**src/sbd_pkg.sv**
```systemverilog
// Purpose: shared types and constants for the sensor bus slave command decoder
// Assumes: command and response words are 16 bits plus a 4-bit check field
// Notes: crc helper is shared by command checking and response building
`default_nettype none
package sbd_pkg;

	// command word layout, most significant field first
	typedef struct packed {
		logic [7:0] data;
		logic [3:0] addr;
		logic [3:0] code;
	} sbd_cmd_t;

	// one long word on the bus with its check field
	typedef struct packed {
		logic [15:0] word;
		logic [3:0] crc;
	} sbd_frame_t;

	// response slot tracking
	typedef enum logic [1:0] {
		RS_IDLE = 2'b01,
		RS_PEND = 2'b10
	} sbd_rsp_state_t;

	// command codes
	localparam logic [3:0] CMD_INIT = 4'h0;
	localparam logic [3:0] CMD_STATUS = 4'h1;
	localparam logic [3:0] CMD_AN0 = 4'h2;
	localparam logic [3:0] CMD_IOCTL = 4'h3;
	localparam logic [3:0] CMD_ID = 4'h4;
	localparam logic [3:0] CMD_AN1 = 4'h5;
	localparam logic [3:0] CMD_CLEAR = 4'h7;
	localparam logic [3:0] CMD_FMT = 4'ha;

	// node addressing
	localparam logic [3:0] ADDR_GLOBAL = 4'h0;
	localparam logic [3:0] NODE_RST = 4'h0;

	// data bit positions
	localparam int BIT_HS = 6;
	localparam int BIT_LS = 5;
	localparam int BIT_OD = 4;
	localparam int BIT_RW = 7;

	// format register pointers and values
	localparam logic [2:0] FREG_POLY = 3'h0;
	localparam logic [2:0] FREG_SEED = 3'h2;
	localparam logic [2:0] FREG_SWLEN = 3'h5;
	localparam logic [2:0] FREG_SEL = 3'h7;
	localparam logic [3:0] POLY_STD = 4'h1;
	localparam logic [3:0] SEED_STD = 4'ha;
	localparam logic [3:0] SWLEN_STD = 4'h8;
	localparam logic [3:0] SWLEN_ALT = 4'ha;
	localparam logic [3:0] SEL_STD = 4'h0;
	localparam logic [3:0] SEL_ENH = 4'hf;

	// register bus byte offsets
	localparam logic [3:0] OFF_CTRL = 4'h0;
	localparam logic [3:0] OFF_STATUS = 4'h4;
	localparam logic [3:0] OFF_ADC0 = 4'h8;
	localparam logic [3:0] OFF_ADC1 = 4'hc;
	localparam logic [31:0] CTRL_RST = 32'h0000_0001;
	localparam int CTRL_CRC_EN = 0;
	localparam int ADC_W = 10;

	// check field over a 16-bit word, msb first
	function automatic logic [3:0] crc4(input logic [15:0] d, input logic [3:0] poly, input logic [3:0] seed);
		logic [3:0] c;
		logic fb;
		c = seed;
		fb = 1'b0;
		for (int i = 15; i >= 0; i--) begin
			fb = c[3] ^ d[i];
			c = {c[2:0], 1'b0} ^ (fb ? poly : 4'h0);
		end
		return c;
	endfunction

endpackage
`default_nettype wire

```
**src/sbd_cmd_decoder.sv**
```systemverilog
// Purpose: decode sensor bus commands and build long-word responses
// Assumes: one frame per cmd_valid_i pulse; msg_start_i marks each new bus message
// Notes: software supplies conversion results and reads status over Avalon-MM
//
// Overview of operation
// every frame carries a four-bit check field
// init command closes high switch on bit
// init command closes low switch independently
// init command adopts data low nibble address
// dither bit zero disables, one enables
// io control sets pin directions, one output
// output pins driven to their level bits
// format command writes when top bit set
// bits six to four pick format register
// low data nibble is format write value
// response starts with node address, zeros
// init and status report switch states
// status returns sampled pin levels
// id response returns version and flag
// format response echoes read or write
// format response returns register pointer
// format response returns register contents
// io response echoes levels and directions
// don't-care command bits are ignored
// analog responses carry upper eight result bits
// clear and reserved codes get no response
// act on own or global address only
// response goes out in next message
//
// Implementation choices: register access over Avalon-MM and the register offsets.
`timescale 1ns/10ps
`default_nettype none
module sbd_cmd_decoder #(
	parameter logic [3:0] VERSION = 4'h1, // arbitrary value
	parameter logic ID_FLAG = 1'b0 // arbitrary value
) (
	input wire logic clock_i,
	input wire logic rstn_i,
	input wire logic msg_start_i,
	input wire logic cmd_valid_i,
	input wire sbd_pkg::sbd_frame_t cmd_frame_i,
	input wire logic [2:0] io_in_i,
	output logic rsp_valid_o,
	output sbd_pkg::sbd_frame_t rsp_frame_o,
	output logic hs_switch_o,
	output logic ls_switch_o,
	output logic dither_o,
	output logic [2:0] io_out_o,
	output logic [2:0] io_oe_o,
	output logic enhanced_o,
	input wire logic [3:0] avs_address_i,
	input wire logic avs_read_i,
	input wire logic avs_write_i,
	input wire logic [31:0] avs_writedata_i,
	input wire logic [3:0] avs_byteenable_i,
	output logic [31:0] avs_readdata_o,
	output logic avs_waitrequest_o
);

	////////////////////////////////////////////////////////////////////////
	// reset release
	logic rst_meta_ff;
	logic rst_n_ff;

	// two-stage release so downstream logic leaves reset on a clean edge
	always_ff @(posedge clock_i or negedge rstn_i) begin
		if (!rstn_i) begin
			rst_meta_ff <= 1'b0;
			rst_n_ff <= 1'b0;
		end else begin
			rst_meta_ff <= 1'b1;
			rst_n_ff <= rst_meta_ff;
		end
	end

	////////////////////////////////////////////////////////////////////////
	// state
	localparam int ADC_W = sbd_pkg::ADC_W;
	logic [3:0] node_ff;
	logic hs_ff;
	logic ls_ff;
	logic od_ff;
	logic [2:0] lvl_ff;
	logic [2:0] dir_ff;
	logic [2:0] io_smp_ff;
	logic [3:0] poly_ff;
	logic [3:0] seed_ff;
	logic [3:0] swlen_ff;
	logic [3:0] sel_ff;
	logic [31:0] ctrl_ff;
	logic [ADC_W-1:0] adc0_ff;
	logic [ADC_W-1:0] adc1_ff;
	logic [7:0] crc_err_ff;
	sbd_pkg::sbd_rsp_state_t rs_ff;
	logic [3:0] pend_code_ff;
	logic [7:0] pend_data_ff;
	logic rsp_valid_ff;
	sbd_pkg::sbd_frame_t rsp_frame_ff;
	logic wreq_ff;
	logic [31:0] rdata_ff;

	////////////////////////////////////////////////////////////////////////
	// command decode
	sbd_pkg::sbd_cmd_t cmd;
	logic enh;
	logic [3:0] act_poly;
	logic [3:0] act_seed;
	logic crc_ok;
	logic take;
	logic speak;
	logic is_clear;
	logic fmt_wr;
	logic [2:0] fptr;
	logic [3:0] fval;

	// only the fields each code uses are looked at, the rest are don't-care
	assign cmd = sbd_pkg::sbd_cmd_t'(cmd_frame_i.word);
	assign enh = (sel_ff == sbd_pkg::SEL_ENH);
	assign act_poly = enh ? poly_ff : sbd_pkg::POLY_STD;
	assign act_seed = enh ? seed_ff : sbd_pkg::SEED_STD;
	// a bad check field drops the word before any side effect
	assign crc_ok = !ctrl_ff[sbd_pkg::CTRL_CRC_EN]
		|| (sbd_pkg::crc4(cmd_frame_i.word, act_poly, act_seed) == cmd_frame_i.crc);
	assign take = cmd_valid_i && crc_ok
		&& ((cmd.addr == node_ff) || (cmd.addr == sbd_pkg::ADDR_GLOBAL));
	assign is_clear = take && (cmd.code == sbd_pkg::CMD_CLEAR);
	assign fmt_wr = take && (cmd.code == sbd_pkg::CMD_FMT) && cmd.data[sbd_pkg::BIT_RW];
	assign fptr = cmd.data[6:4];
	assign fval = cmd.data[3:0];

	// global address acts silently; clear and reserved codes never answer
	always_comb begin
		speak = 1'b0;
		if (take && (cmd.addr != sbd_pkg::ADDR_GLOBAL)) begin
			case (cmd.code)
				sbd_pkg::CMD_INIT, sbd_pkg::CMD_STATUS, sbd_pkg::CMD_AN0, sbd_pkg::CMD_IOCTL,
				sbd_pkg::CMD_ID, sbd_pkg::CMD_AN1, sbd_pkg::CMD_FMT: speak = 1'b1;
				default: speak = 1'b0;
			endcase
		end
	end

	////////////////////////////////////////////////////////////////////////
	// node, switches, dither
	always_ff @(posedge clock_i or negedge rst_n_ff) begin
		if (!rst_n_ff) begin
			node_ff <= sbd_pkg::NODE_RST;
			hs_ff <= 1'b0;
			ls_ff <= 1'b0;
			od_ff <= 1'b0;
		end else if (is_clear) begin
			node_ff <= sbd_pkg::NODE_RST;
			hs_ff <= 1'b0;
			ls_ff <= 1'b0;
			od_ff <= 1'b0;
		end else if (take && (cmd.code == sbd_pkg::CMD_INIT)) begin
			hs_ff <= cmd.data[sbd_pkg::BIT_HS];
			ls_ff <= cmd.data[sbd_pkg::BIT_LS];
			od_ff <= cmd.data[sbd_pkg::BIT_OD];
			node_ff <= cmd.data[3:0];
		end
	end

	// general pins: direction and level; inputs are taken as synchronous
	always_ff @(posedge clock_i or negedge rst_n_ff) begin
		if (!rst_n_ff) begin
			lvl_ff <= 3'h0;
			dir_ff <= 3'h0;
			io_smp_ff <= 3'h0;
		end else begin
			io_smp_ff <= io_in_i;
			if (is_clear) begin
				lvl_ff <= 3'h0;
				dir_ff <= 3'h0;
			end else if (take && (cmd.code == sbd_pkg::CMD_IOCTL)) begin
				dir_ff <= cmd.data[2:0];
				lvl_ff <= cmd.data[6:4];
			end
		end
	end

	////////////////////////////////////////////////////////////////////////
	// format registers; once enhanced, only a return to standard is accepted
	always_ff @(posedge clock_i or negedge rst_n_ff) begin
		if (!rst_n_ff) begin
			poly_ff <= sbd_pkg::POLY_STD;
			seed_ff <= sbd_pkg::SEED_STD;
			swlen_ff <= sbd_pkg::SWLEN_STD;
			sel_ff <= sbd_pkg::SEL_STD;
		end else if (is_clear) begin
			poly_ff <= sbd_pkg::POLY_STD;
			seed_ff <= sbd_pkg::SEED_STD;
			swlen_ff <= sbd_pkg::SWLEN_STD;
			sel_ff <= sbd_pkg::SEL_STD;
		end else if (fmt_wr) begin
			case (fptr)
				sbd_pkg::FREG_POLY: if (!enh) poly_ff <= fval;
				sbd_pkg::FREG_SEED: if (!enh) seed_ff <= fval;
				sbd_pkg::FREG_SWLEN: begin
					if (!enh && ((fval == sbd_pkg::SWLEN_STD) || (fval == sbd_pkg::SWLEN_ALT))) swlen_ff <= fval;
				end
				sbd_pkg::FREG_SEL: begin
					// all four bits in one write, guards against a corrupted word
					if (!enh && (fval == sbd_pkg::SEL_ENH)) sel_ff <= sbd_pkg::SEL_ENH;
					else if (enh && (fval == sbd_pkg::SEL_STD)) sel_ff <= sbd_pkg::SEL_STD;
				end
				default: ; // reserved slots hold nothing
			endcase
		end
	end

	// format register readback, reserved slots read zero
	function automatic logic [3:0] freg(input logic [2:0] p, input logic [3:0] po, input logic [3:0] se,
		input logic [3:0] sw, input logic [3:0] sl);
		case (p)
			sbd_pkg::FREG_POLY: return po;
			sbd_pkg::FREG_SEED: return se;
			sbd_pkg::FREG_SWLEN: return sw;
			sbd_pkg::FREG_SEL: return sl;
			default: return 4'h0;
		endcase
	endfunction

	////////////////////////////////////////////////////////////////////////
	// response builder, evaluated from current state when the slot opens
	logic [15:0] rsp_word;
	logic [7:0] rsp_data;

	always_comb begin
		rsp_data = 8'h00;
		case (pend_code_ff)
			sbd_pkg::CMD_INIT: rsp_data = {1'b0, hs_ff, ls_ff, 1'b0, node_ff};
			sbd_pkg::CMD_STATUS: rsp_data = {1'b0, hs_ff, ls_ff, 2'b00, io_smp_ff};
			sbd_pkg::CMD_AN0: rsp_data = adc0_ff[ADC_W-1:ADC_W-8];
			sbd_pkg::CMD_AN1: rsp_data = adc1_ff[ADC_W-1:ADC_W-8];
			sbd_pkg::CMD_IOCTL: rsp_data = {1'b0, lvl_ff, 1'b0, dir_ff};
			sbd_pkg::CMD_ID: rsp_data = {VERSION, 3'b000, ID_FLAG};
			sbd_pkg::CMD_FMT: rsp_data = {pend_data_ff[sbd_pkg::BIT_RW], pend_data_ff[6:4],
				freg(pend_data_ff[6:4], poly_ff, seed_ff, swlen_ff, sel_ff)};
			default: rsp_data = 8'h00;
		endcase
		rsp_word = {node_ff, 4'h0, rsp_data};
	end

	// a response waits for the next message and is sent once
	always_ff @(posedge clock_i or negedge rst_n_ff) begin
		if (!rst_n_ff) begin
			rs_ff <= sbd_pkg::RS_IDLE;
			pend_code_ff <= 4'h0;
			pend_data_ff <= 8'h00;
			rsp_valid_ff <= 1'b0;
			rsp_frame_ff <= '0;
		end else begin
			rsp_valid_ff <= 1'b0;
			case (rs_ff)
				sbd_pkg::RS_IDLE: begin
					if (speak) begin
						rs_ff <= sbd_pkg::RS_PEND;
						pend_code_ff <= cmd.code;
						pend_data_ff <= cmd.data;
					end
				end
				sbd_pkg::RS_PEND: begin
					if (msg_start_i) begin
						rs_ff <= sbd_pkg::RS_IDLE;
						rsp_valid_ff <= 1'b1;
						rsp_frame_ff.word <= rsp_word;
						rsp_frame_ff.crc <= sbd_pkg::crc4(rsp_word, act_poly, act_seed);
					end else if (take && !speak) begin
						rs_ff <= sbd_pkg::RS_IDLE;
					end else if (speak) begin
						pend_code_ff <= cmd.code;
						pend_data_ff <= cmd.data;
					end
				end
				default: rs_ff <= sbd_pkg::RS_IDLE;
			endcase
		end
	end

	////////////////////////////////////////////////////////////////////////
	// avalon slave: one wait cycle, then the access completes
	logic avs_req;
	logic avs_wr_now;
	logic [31:0] rd_mux;

	assign avs_req = avs_read_i || avs_write_i;
	assign avs_wr_now = avs_write_i && !wreq_ff;

	// byte-lane merge for register writes
	function automatic logic [31:0] be_merge(input logic [31:0] old, input logic [31:0] wd, input logic [3:0] be);
		logic [31:0] r;
		r = old;
		for (int b = 0; b < 4; b++) begin
			if (be[b]) r[b*8 +: 8] = wd[b*8 +: 8];
		end
		return r;
	endfunction

	// unmapped offsets read zero and swallow writes
	always_comb begin
		rd_mux = 32'h0;
		case (avs_address_i)
			sbd_pkg::OFF_CTRL: rd_mux = ctrl_ff;
			sbd_pkg::OFF_STATUS: rd_mux = {13'h0, io_smp_ff, crc_err_ff, sel_ff[3], od_ff, ls_ff, hs_ff, node_ff};
			sbd_pkg::OFF_ADC0: rd_mux = {22'h0, adc0_ff};
			sbd_pkg::OFF_ADC1: rd_mux = {22'h0, adc1_ff};
			default: rd_mux = 32'h0;
		endcase
	end

	always_ff @(posedge clock_i or negedge rst_n_ff) begin
		if (!rst_n_ff) begin
			wreq_ff <= 1'b1;
			rdata_ff <= 32'h0;
		end else begin
			wreq_ff <= !(avs_req && wreq_ff);
			if (avs_req && wreq_ff) rdata_ff <= rd_mux;
		end
	end

	// writable registers take effect on the edge after the wait ends, when the access completes
	always_ff @(posedge clock_i or negedge rst_n_ff) begin
		if (!rst_n_ff) begin
			ctrl_ff <= sbd_pkg::CTRL_RST;
			adc0_ff <= '0;
			adc1_ff <= '0;
		end else if (avs_wr_now) begin
			case (avs_address_i)
				sbd_pkg::OFF_CTRL: ctrl_ff <= be_merge(ctrl_ff, avs_writedata_i, avs_byteenable_i) & 32'h0000_0001;
				sbd_pkg::OFF_ADC0: adc0_ff <= ADC_W'(be_merge({22'h0, adc0_ff}, avs_writedata_i, avs_byteenable_i));
				sbd_pkg::OFF_ADC1: adc1_ff <= ADC_W'(be_merge({22'h0, adc1_ff}, avs_writedata_i, avs_byteenable_i));
				default: ;
			endcase
		end
	end

	// saturating count of dropped words, software sees link quality
	always_ff @(posedge clock_i or negedge rst_n_ff) begin
		if (!rst_n_ff) begin
			crc_err_ff <= 8'h00;
		end else if (cmd_valid_i && !crc_ok && (crc_err_ff != 8'hff)) begin
			crc_err_ff <= crc_err_ff + 8'h01;
		end
	end

	////////////////////////////////////////////////////////////////////////
	// outputs
	assign rsp_valid_o = rsp_valid_ff;
	assign rsp_frame_o = rsp_frame_ff;
	assign hs_switch_o = hs_ff;
	assign ls_switch_o = ls_ff;
	assign dither_o = od_ff;
	assign io_out_o = lvl_ff;
	assign io_oe_o = dir_ff;
	assign enhanced_o = sel_ff[3];
	assign avs_readdata_o = rdata_ff;
	assign avs_waitrequest_o = wreq_ff;

	////////////////////////////////////////////////////////////////////////
	// checks
	a_init_switches: assert property (@(posedge clock_i) disable iff (!rst_n_ff)
		take && (cmd.code == sbd_pkg::CMD_INIT) |=> (hs_switch_o == $past(cmd.data[6]))
			&& (ls_switch_o == $past(cmd.data[5])) && (dither_o == $past(cmd.data[4])))
		else $error("init did not set switches or dither");

	a_node_adopt: assert property (@(posedge clock_i) disable iff (!rst_n_ff)
		take && (cmd.code == sbd_pkg::CMD_INIT) |=> node_ff == $past(cmd.data[3:0]))
		else $error("node address not adopted");

	a_io_config: assert property (@(posedge clock_i) disable iff (!rst_n_ff)
		take && (cmd.code == sbd_pkg::CMD_IOCTL) |=> (io_oe_o == $past(cmd.data[2:0]))
			&& (io_out_o == $past(cmd.data[6:4])))
		else $error("pin direction or level wrong");

	a_fmt_read_only: assert property (@(posedge clock_i) disable iff (!rst_n_ff)
		take && (cmd.code == sbd_pkg::CMD_FMT) && !cmd.data[7] |=> $stable(poly_ff) && $stable(seed_ff)
			&& $stable(swlen_ff) && $stable(sel_ff))
		else $error("format read changed a register");

	a_crc_reject: assert property (@(posedge clock_i) disable iff (!rst_n_ff)
		cmd_valid_i && !crc_ok && (rs_ff == sbd_pkg::RS_IDLE) && !msg_start_i |=> $stable(node_ff)
			&& (rs_ff == sbd_pkg::RS_IDLE))
		else $error("bad check field was acted on");

	a_rsp_header: assert property (@(posedge clock_i) disable iff (!rst_n_ff)
		rsp_valid_o |-> rsp_frame_o.word[11:8] == 4'h0)
		else $error("response header bits not zero");

	a_rsp_next_msg: assert property (@(posedge clock_i) disable iff (!rst_n_ff)
		rsp_valid_o |-> $past(msg_start_i) && ($past(rs_ff) == sbd_pkg::RS_PEND) ##1 !rsp_valid_o)
		else $error("response outside the next message slot");

	a_global_silent: assert property (@(posedge clock_i) disable iff (!rst_n_ff)
		take && (cmd.addr == sbd_pkg::ADDR_GLOBAL) && !msg_start_i |=> rs_ff == sbd_pkg::RS_IDLE ##1 !rsp_valid_o)
		else $error("global command produced a response");

	a_no_answer: assert property (@(posedge clock_i) disable iff (!rst_n_ff)
		take && ((cmd.code == sbd_pkg::CMD_CLEAR) || (cmd.code == 4'h6)) && (rs_ff == sbd_pkg::RS_IDLE)
			|=> rs_ff == sbd_pkg::RS_IDLE)
		else $error("clear or reserved code queued a response");

	a_bus_wait: assert property (@(posedge clock_i) disable iff (!rst_n_ff)
		avs_req && avs_waitrequest_o |=> !avs_waitrequest_o ##1 avs_waitrequest_o)
		else $error("bus wait not exactly one cycle");

endmodule
`default_nettype wire

```
**config.mk**
```make
export PLATFORM = sky130hd
export DESIGN_NAME = sbd_cmd_decoder
export DESIGN_NICKNAME = d
export VERILOG_FILES = /design/src/sbd_pkg.sv /design/src/sbd_cmd_decoder.sv
export SDC_FILE = /design/constraint.sdc
export NUM_CORES = 1
export LEC_CHECK = 0
export BUFFER_PORTS_ARGS = -buffer_cell sky130_fd_sc_hd__buf_2
export CAP_MARGIN = 20
export CORE_ASPECT_RATIO = 0.8
export CORE_MARGIN = 4
export CORE_UTILIZATION = 35
export CTS_CLUSTER_SIZE = 25
export DETAILED_ROUTE_END_ITERATION = 12
export PLACE_DENSITY = 0.57
export REMOVE_ABC_BUFFERS = 1
export SLEW_MARGIN = 20
export SYNTH_ARGS = -nofsm -noshare
export SYNTH_HDL_FRONTEND = slang
export SYNTH_SLANG_ARGS = --single-unit
```
**constraint.sdc**
```tcl
create_clock -name clock_i -period 3.8 [get_ports clock_i]
set_input_delay 0.19 -clock clock_i [delete_from_list [all_inputs] [get_ports clock_i]]
set_output_delay 0.19 -clock clock_i [all_outputs]
set_load 0.01 [all_outputs]
```
Word-level counts from Yosys, hierarchy flattened
Index checks and enable logic that the tools add are counted.

Muxes and demuxes: 81. Reductions and logical operators: 57. Bitwise gates (word level): 60. Equality and inequality tests: 36. $add $sub $neg: 1.

Operators with widths (number): $mux W4 (55); $xor A4 B4 Y4 (32); $pmux W19 S4 (1); $pmux W8 S7 (1); $eq A4 B4 Y1 const B (8); $reduce_and A3 Y1 (10); $xor A1 B1 Y1 (28); $eq A4 B3 Y1 const B (6); $mux W8 (3); $logic_not A4 Y1 (5); $reduce_bool A2 Y1 (9); $eq A4 B2 Y1 const B (4); $logic_and A1 B1 Y1 (16); $pmux W4 S4 (1); $pmux W8 S2 (1); $eq A3 B3 Y1 const B (4); $mux W3 (4); $mux W1 (10); $add A8 B1 Y8 const B (1); $eq A4 B1 Y1 const B (2); $eq A4 B4 Y1 (2); $ne A8 B8 Y1 const B (1); $pmux W4 S2 (1); $reduce_or A7 Y1 (1); 14 further kinds (29).

Bits of input ports: 69. Logic and storage cells: 262. Output and inout port bits: 64. Bits in registers: 127.

Longest topological paths before layout
Depth after elaboration: 61. Depth in mapped cells: 32. Gate-level depth less buffers: 25.

Least setup slack after synthesis
No wires, ideal clock.

Path type: register -> register. From: register seed_ff[3]. To: register dir_ff[1] (netlist: io_oe_o[1]). Path buffers: 3. Setup time: 0.125 ns. Arrival time: 7.305 ns. Cell stages (with the launch flop): 29. Slack: -3.630 ns. Clock period less this slack: 7.430 ns. Data required time: 3.675 ns. Path through: dfstp_2 buf_4 xnor2_1 mux2_2 a211o_1 o21a_2 o31a_1 and3_2 o31a_2 nor2_2 xnor3_1 and2_1 o31a_1 o211a_1 and4b_1 a211oi_1 o32ai_4 buf_4 xnor2_1 mux2i_1 xnor2_2 mux2_2 nor4_1 nand2_1 xnor2_1 a2111oi_4 and2_1 buf_6 mux2_4.

Longest elaborated chain between the ends: 55. Elaborated cells between the ends (all ways): 57. Classes of those cells: 1 x eq/ne; 18 x mux; 32 x bitwise; 6 x reduce/logical.

RTL lines: start: declaration (line sbd_cmd_decoder.sv:87) `logic [3:0] seed_ff;`; start signal: assignment (line sbd_cmd_decoder.sv:187) `seed_ff <= sbd_pkg::SEED_STD;`; start signal: assignment (line sbd_cmd_decoder.sv:192) `seed_ff <= sbd_pkg::SEED_STD;`; start signal: assignment (line sbd_cmd_decoder.sv:198) `sbd_pkg::FREG_SEED: if (!enh) seed_ff <= fval;`; $mux W4 * (line sbd_cmd_decoder.sv:120) `assign act_seed = enh ? seed_ff : sbd_pkg::SEED_STD;`; $xor A1 B1 Y1 * (line sbd_pkg.sv:74) `fb = c[3] ^ d[i];`; $mux W4 * (line sbd_pkg.sv:75) `c = {c[2:0], 1'b0} ^ (fb ? poly : 4'h0);`; $xor A4 B4 Y4 * (line sbd_pkg.sv:75); $xor A1 B1 Y1 (line sbd_pkg.sv:74); $mux W4 (line sbd_pkg.sv:75); $xor A4 B4 Y4 * (line sbd_pkg.sv:75); $xor A1 B1 Y1 (line sbd_pkg.sv:74); (+39 left out); $mux W4 (line sbd_pkg.sv:75); $xor A4 B4 Y4 * (line sbd_pkg.sv:75); $eq A4 B4 Y1 * (line sbd_cmd_decoder.sv:123) `|| (sbd_pkg::crc4(cmd_frame_i.word, act_poly, act_seed) == cmd_frame_i.crc);`; $logic_or A1 B1 Y1 * (line sbd_cmd_decoder.sv:123); $logic_and A1 B1 Y1 * (line sbd_cmd_decoder.sv:124) `assign take = cmd_valid_i && crc_ok`; $logic_and A1 B1 Y1 * (line sbd_cmd_decoder.sv:125) `&& ((cmd.addr == node_ff) || (cmd.addr == sbd_pkg::ADDR_GLOBAL));`; $logic_and A1 B1 Y1, on equally long branches (line sbd_cmd_decoder.sv:126, sbd_cmd_decoder.sv:175); $mux W3 or $reduce_bool A2 Y1 (tied branches); end signal: assignment (line sbd_cmd_decoder.sv:176) `dir_ff <= cmd.data[2:0];`; end: declaration (line sbd_cmd_decoder.sv:84) `logic [2:0] dir_ff;`.

Mark *: on every way between the ends. The rest lies on a longest branch, timed or not. A chain may end at the register's enable or synchronous reset.

Final worst setup path
From: register seed_ff[3]. To: register rs_ff[0].

Longest elaborated chain between the ends: 59. Elaborated cells between the ends (all ways): 60. Classes of those cells: 3 x eq/ne; 18 x mux; 32 x bitwise; 7 x reduce/logical.

RTL lines: $mux W4 * (line sbd_cmd_decoder.sv:120); $xor A1 B1 Y1 * (line sbd_pkg.sv:74); $mux W4 * (line sbd_pkg.sv:75); $xor A4 B4 Y4 * (line sbd_pkg.sv:75); $xor A1 B1 Y1 (line sbd_pkg.sv:74); $mux W4 (line sbd_pkg.sv:75); $xor A4 B4 Y4 * (line sbd_pkg.sv:75); $xor A1 B1 Y1 (line sbd_pkg.sv:74); (+43 left out); $logic_and A1 B1 Y1 * (line sbd_cmd_decoder.sv:124); $logic_and A1 B1 Y1 * (line sbd_cmd_decoder.sv:125); $logic_and A1 B1 Y1 (line sbd_cmd_decoder.sv:134) `if (take && (cmd.addr != sbd_pkg::ADDR_GLOBAL)) begin`; $mux W1 (line sbd_cmd_decoder.sv:134); $logic_not A1 Y1 (line sbd_cmd_decoder.sv:269) `end else if (take && !speak) begin`; $logic_and A1 B1 Y1 (line sbd_cmd_decoder.sv:269); $ne A3 B3 Y1 (no source line); $reduce_and A2 Y1 (no source line) *; end signal: assignment (line sbd_cmd_decoder.sv:265) `rs_ff <= sbd_pkg::RS_IDLE;`; end signal: assignment (line sbd_cmd_decoder.sv:270) `rs_ff <= sbd_pkg::RS_IDLE;`; end signal: assignment (line sbd_cmd_decoder.sv:276) `default: rs_ff <= sbd_pkg::RS_IDLE;`; end: declaration (line sbd_cmd_decoder.sv:94) `sbd_pkg::sbd_rsp_state_t rs_ff;`.

Marked as above.

==> results_dict.tcl <==
set metrics [dict create \
    synth_common_cells "121 x nand2_1, 100 x dfrtp_1, 74 x nor2_1, 53 x xnor2_1, 52 x o21ai_0" \
    hold_viol 0 \
    r2r.worst_path.cells 36 \
    grt_pass1_vias 11200 \
    slew_headroom 0.232 \
    fmax_mhz 132 \
    setup_viol 48 \
    r2r_setup_slack_ps -3750 \
    coreArea_sq_um 29200 \
    outcome "finished, violations left" \
    grt_antenna_before_repair 0 \
    cts_tree "yes" \
    hp-class "in2reg" \
    max_cap_violations 0 \
    nFillCells 2685 \
    synth-edff-count 0 \
    cts_buffer_depth 2 \
    fin_cells 1997 \
    synth_top_area_share 0.241 \
    worstMarginPinSlew_ps 1140 \
    drive_gt1_frac 0.479 \
    pwr-share-seq 0.169 \
    num_vias 11600 \
    async_flop_share 1.00 \
    period_needed_ps 7550 \
    timing.rr.start "seed_ff[3]" \
    power.share.clock 0.101 \
    ys_seq_area_frac 0.259 \
    placementRows 56 \
    portBuffers 91 \
    finalWeightedCongestion 0.955 \
    numCtsBuffers 9 \
    synth_cell_types 127 \
    pre_cts_ws_ps -4170 \
    viasPerCell 5.81 \
    drc_errors 0 \
    hold_path_depth 2 \
    multi_input_area_sq_um 8350 \
    layout.nets 1685 \
    crit_arrival_ps 7850 \
    synth_warnings 0 \
    post-route-cell-area_sq_um 15500 \
    slowest_delay_ps 560 \
    cts.clk_slew.worst_paths_ps 80 \
    crit_path_frequent_cell "buf_6" \
    syn_avg_cell_area_sq_um 8.67 \
    p_per_area_nw_per_um2 582 \
    tns_ps -176170 \
    drt_wl_total_microns 41400 \
    endpoint_kind "register" \
    post-route-period-util 1.99 \
    die_height_microns 162 \
    critPathSlowestCell "dfstp_2" \
    wl_per_cell_microns 20.8 \
    final.setup.worst_slack_ps -3750 \
    yosys-top-cells-area "dfrtp_1 24%, mux2_2 4.8%, xnor2_1 4.5%" \
    drtPass1Iterations 6 \
    diodes 0 \
    p_int_mw 5.24 \
    irDropWorstVdd_mv 0.426 \
    crit_path_max_fanout 8 \
    yosysMostFrequentCell "nand2_1" \
    start_util 0.355 \
    syn_inst 1196 \
    grt_max_degree 49 \
    crit_required_ps 4100 \
    root_buffer "clkbuf_16" \
    overflow 0 \
    syn_area_sq_um 10400 \
    ioPinCount 133 \
    grt_usage 0.241 \
    synth_ff_type "dfrtp_1" \
    worst-setup-path-type "reg2reg" \
    yosysTopAreaCell "dfrtp_1" \
    finClkSkew_ps 7.81 \
    placement.cell_area_sq_um 13200 \
    clkSinkCount 107 \
    grt_pass1_wl_microns 63300 \
    die-area_sq_um 32400 \
    power_mw 9.04 \
    swShare 0.420 \
    timing.rr.end "rs_ff[0]" \
    violations "negative setup slack" \
    areaGrowthSynthToFinish_pct 49.8 \
    regArea_sq_um 2690 \
    dp.cells 1907 \
    p_comb_frac 0.730 \
    h-tree-depth 3 \
    holdPathEnd "adc1_ff[7]" \
    switchingPower_mw 3.80 \
    drtIter0Drc 1261 \
    antenna_left 0 \
    dp_hpwl_microns 30400 \
    p_leak_nw 6.99 \
    insertion_delay_ps 350 \
    ys_ff_latch 107 \
    rsz0062_at_grt "yes" \
    worstHoldStart "avs_writedata_i[7]" \
    whs_ps 80.5 \
    die_x_microns 200 \
    drv_slew 0 \
    critPathLaunchType "register" \
    final_util 0.531 \
]
## sequential cells by signal (all words and copies together) (netlist names), 4 cells and up
signal and count:
avs_readdata_o 19, rsp_frame_o 16, poly_ff 4, pend_data_ff 4, seed_ff 4, crc_err_ff 8, swlen_ff 4, adc1_ff 10
adc0_ff 10, pend_code_ff 4, node_ff 4
## cell families (layout without fill, tap and decap cells)
kind of cell / Yosys count / in the layout / synth area share
AOI/OAI and AO/OA: 335 / 335 / 0.253
muxes: 80 / 80 / 0.0857
other: 2 / 18 / 0.000725
DFF: 107 / 107 / 0.259
and+or+nand+nor: 455 / 456 / 0.231
xor gates and xnor gates: 99 / 99 / 0.101
adders and majority gates: 1 / 1 / 0.00121
buffers and inverters: 117 / 524 / 0.0677
## placed cells by master (no fill, tap or decap), drive strengths merged, types with 13 or more instances in the layout
master  count
conb       18
nor4       16
and2       20
nor3       41
and3       17
dfrtp     100
a22o       14
xor2       35
o211a      13
o211ai     16
nor2       77
a21o       13
nand2     123
a31oi      13
a21oi      37
nand3      53
a211oi     27
o21ai      61
or3        20
a22oi      18
nand4      21
buf       483
xnor2      58
inv        22
mux2       48
mux2i      31
## routing by layer
layer / routed length, microns / vias to the layer above / global-route usage
li1: - / 5341 / -
met1: 19700 / 5749 / 0.364
met2: 18100 / 478 / 0.371
met3: 3140 / 38 / 0.0361
met4: 509 / 0 / 0.0441
met5: 0 / - / 0
## worst max path at each step
stage,startpoint,endpoint,slack [ps],cells after the start
final,seed_ff[3],rs_ff[0],-3750,36
after global routing,seed_ff[3],pend_code_ff[2],-4040,36
after CTS,seed_ff[3],crc_err_ff[3],-3630,33
after detailed placement,seed_ff[3],seed_ff[1],-4170,30
after global placement,seed_ff[3],seed_ff[3],-4070,30
after floorplan,sel_ff[2],io_oe_o[1],-5220,25
## worst max-delay path, delay by kind of cell (launching register included)
family / cells / cell delay [ps]
compound gates: 13 / 2740
xor+xnor: 2 / 240
buf+inv: 12 / 1830
flops: 1 / 560
mux: 2 / 410
simple gates: 7 / 1730
## power by group through the flow
stage / clock network, mW / registers [mW] / logic, mW
floorplan: 0 / 1.56 / 2.74
global placement: 0 / 1.53 / 4.88
detailed placement: 0 / 1.53 / 4.95
CTS: 0.922 / 1.51 / 5.95
global route: 0.976 / 1.55 / 7.00
finish: 0.917 / 1.53 / 6.60
## layout make-up
cell class / instances / share of cell area
tap: 377 / 0.0304
multi-input combinational: 989 / 0.538
clock buffer: 10 / 0.0147
clock inverter: 6 / 0.00322
inverter: 21 / 0.00516
timing repair buffer: 487 / 0.236
sequential: 107 / 0.173
## repair_timing
item | in CTS | in global routing
hold buffers | 4 | 0
endpoints found under the setup margin | 48 | 48
cloned | 4 | 0
setup buffers | 43 | 23
resized for setup | 166 | 98
hold endpoints to repair | 5 | 0
pin swaps | 77 | 48
Power figures use the tool's default switching activity.
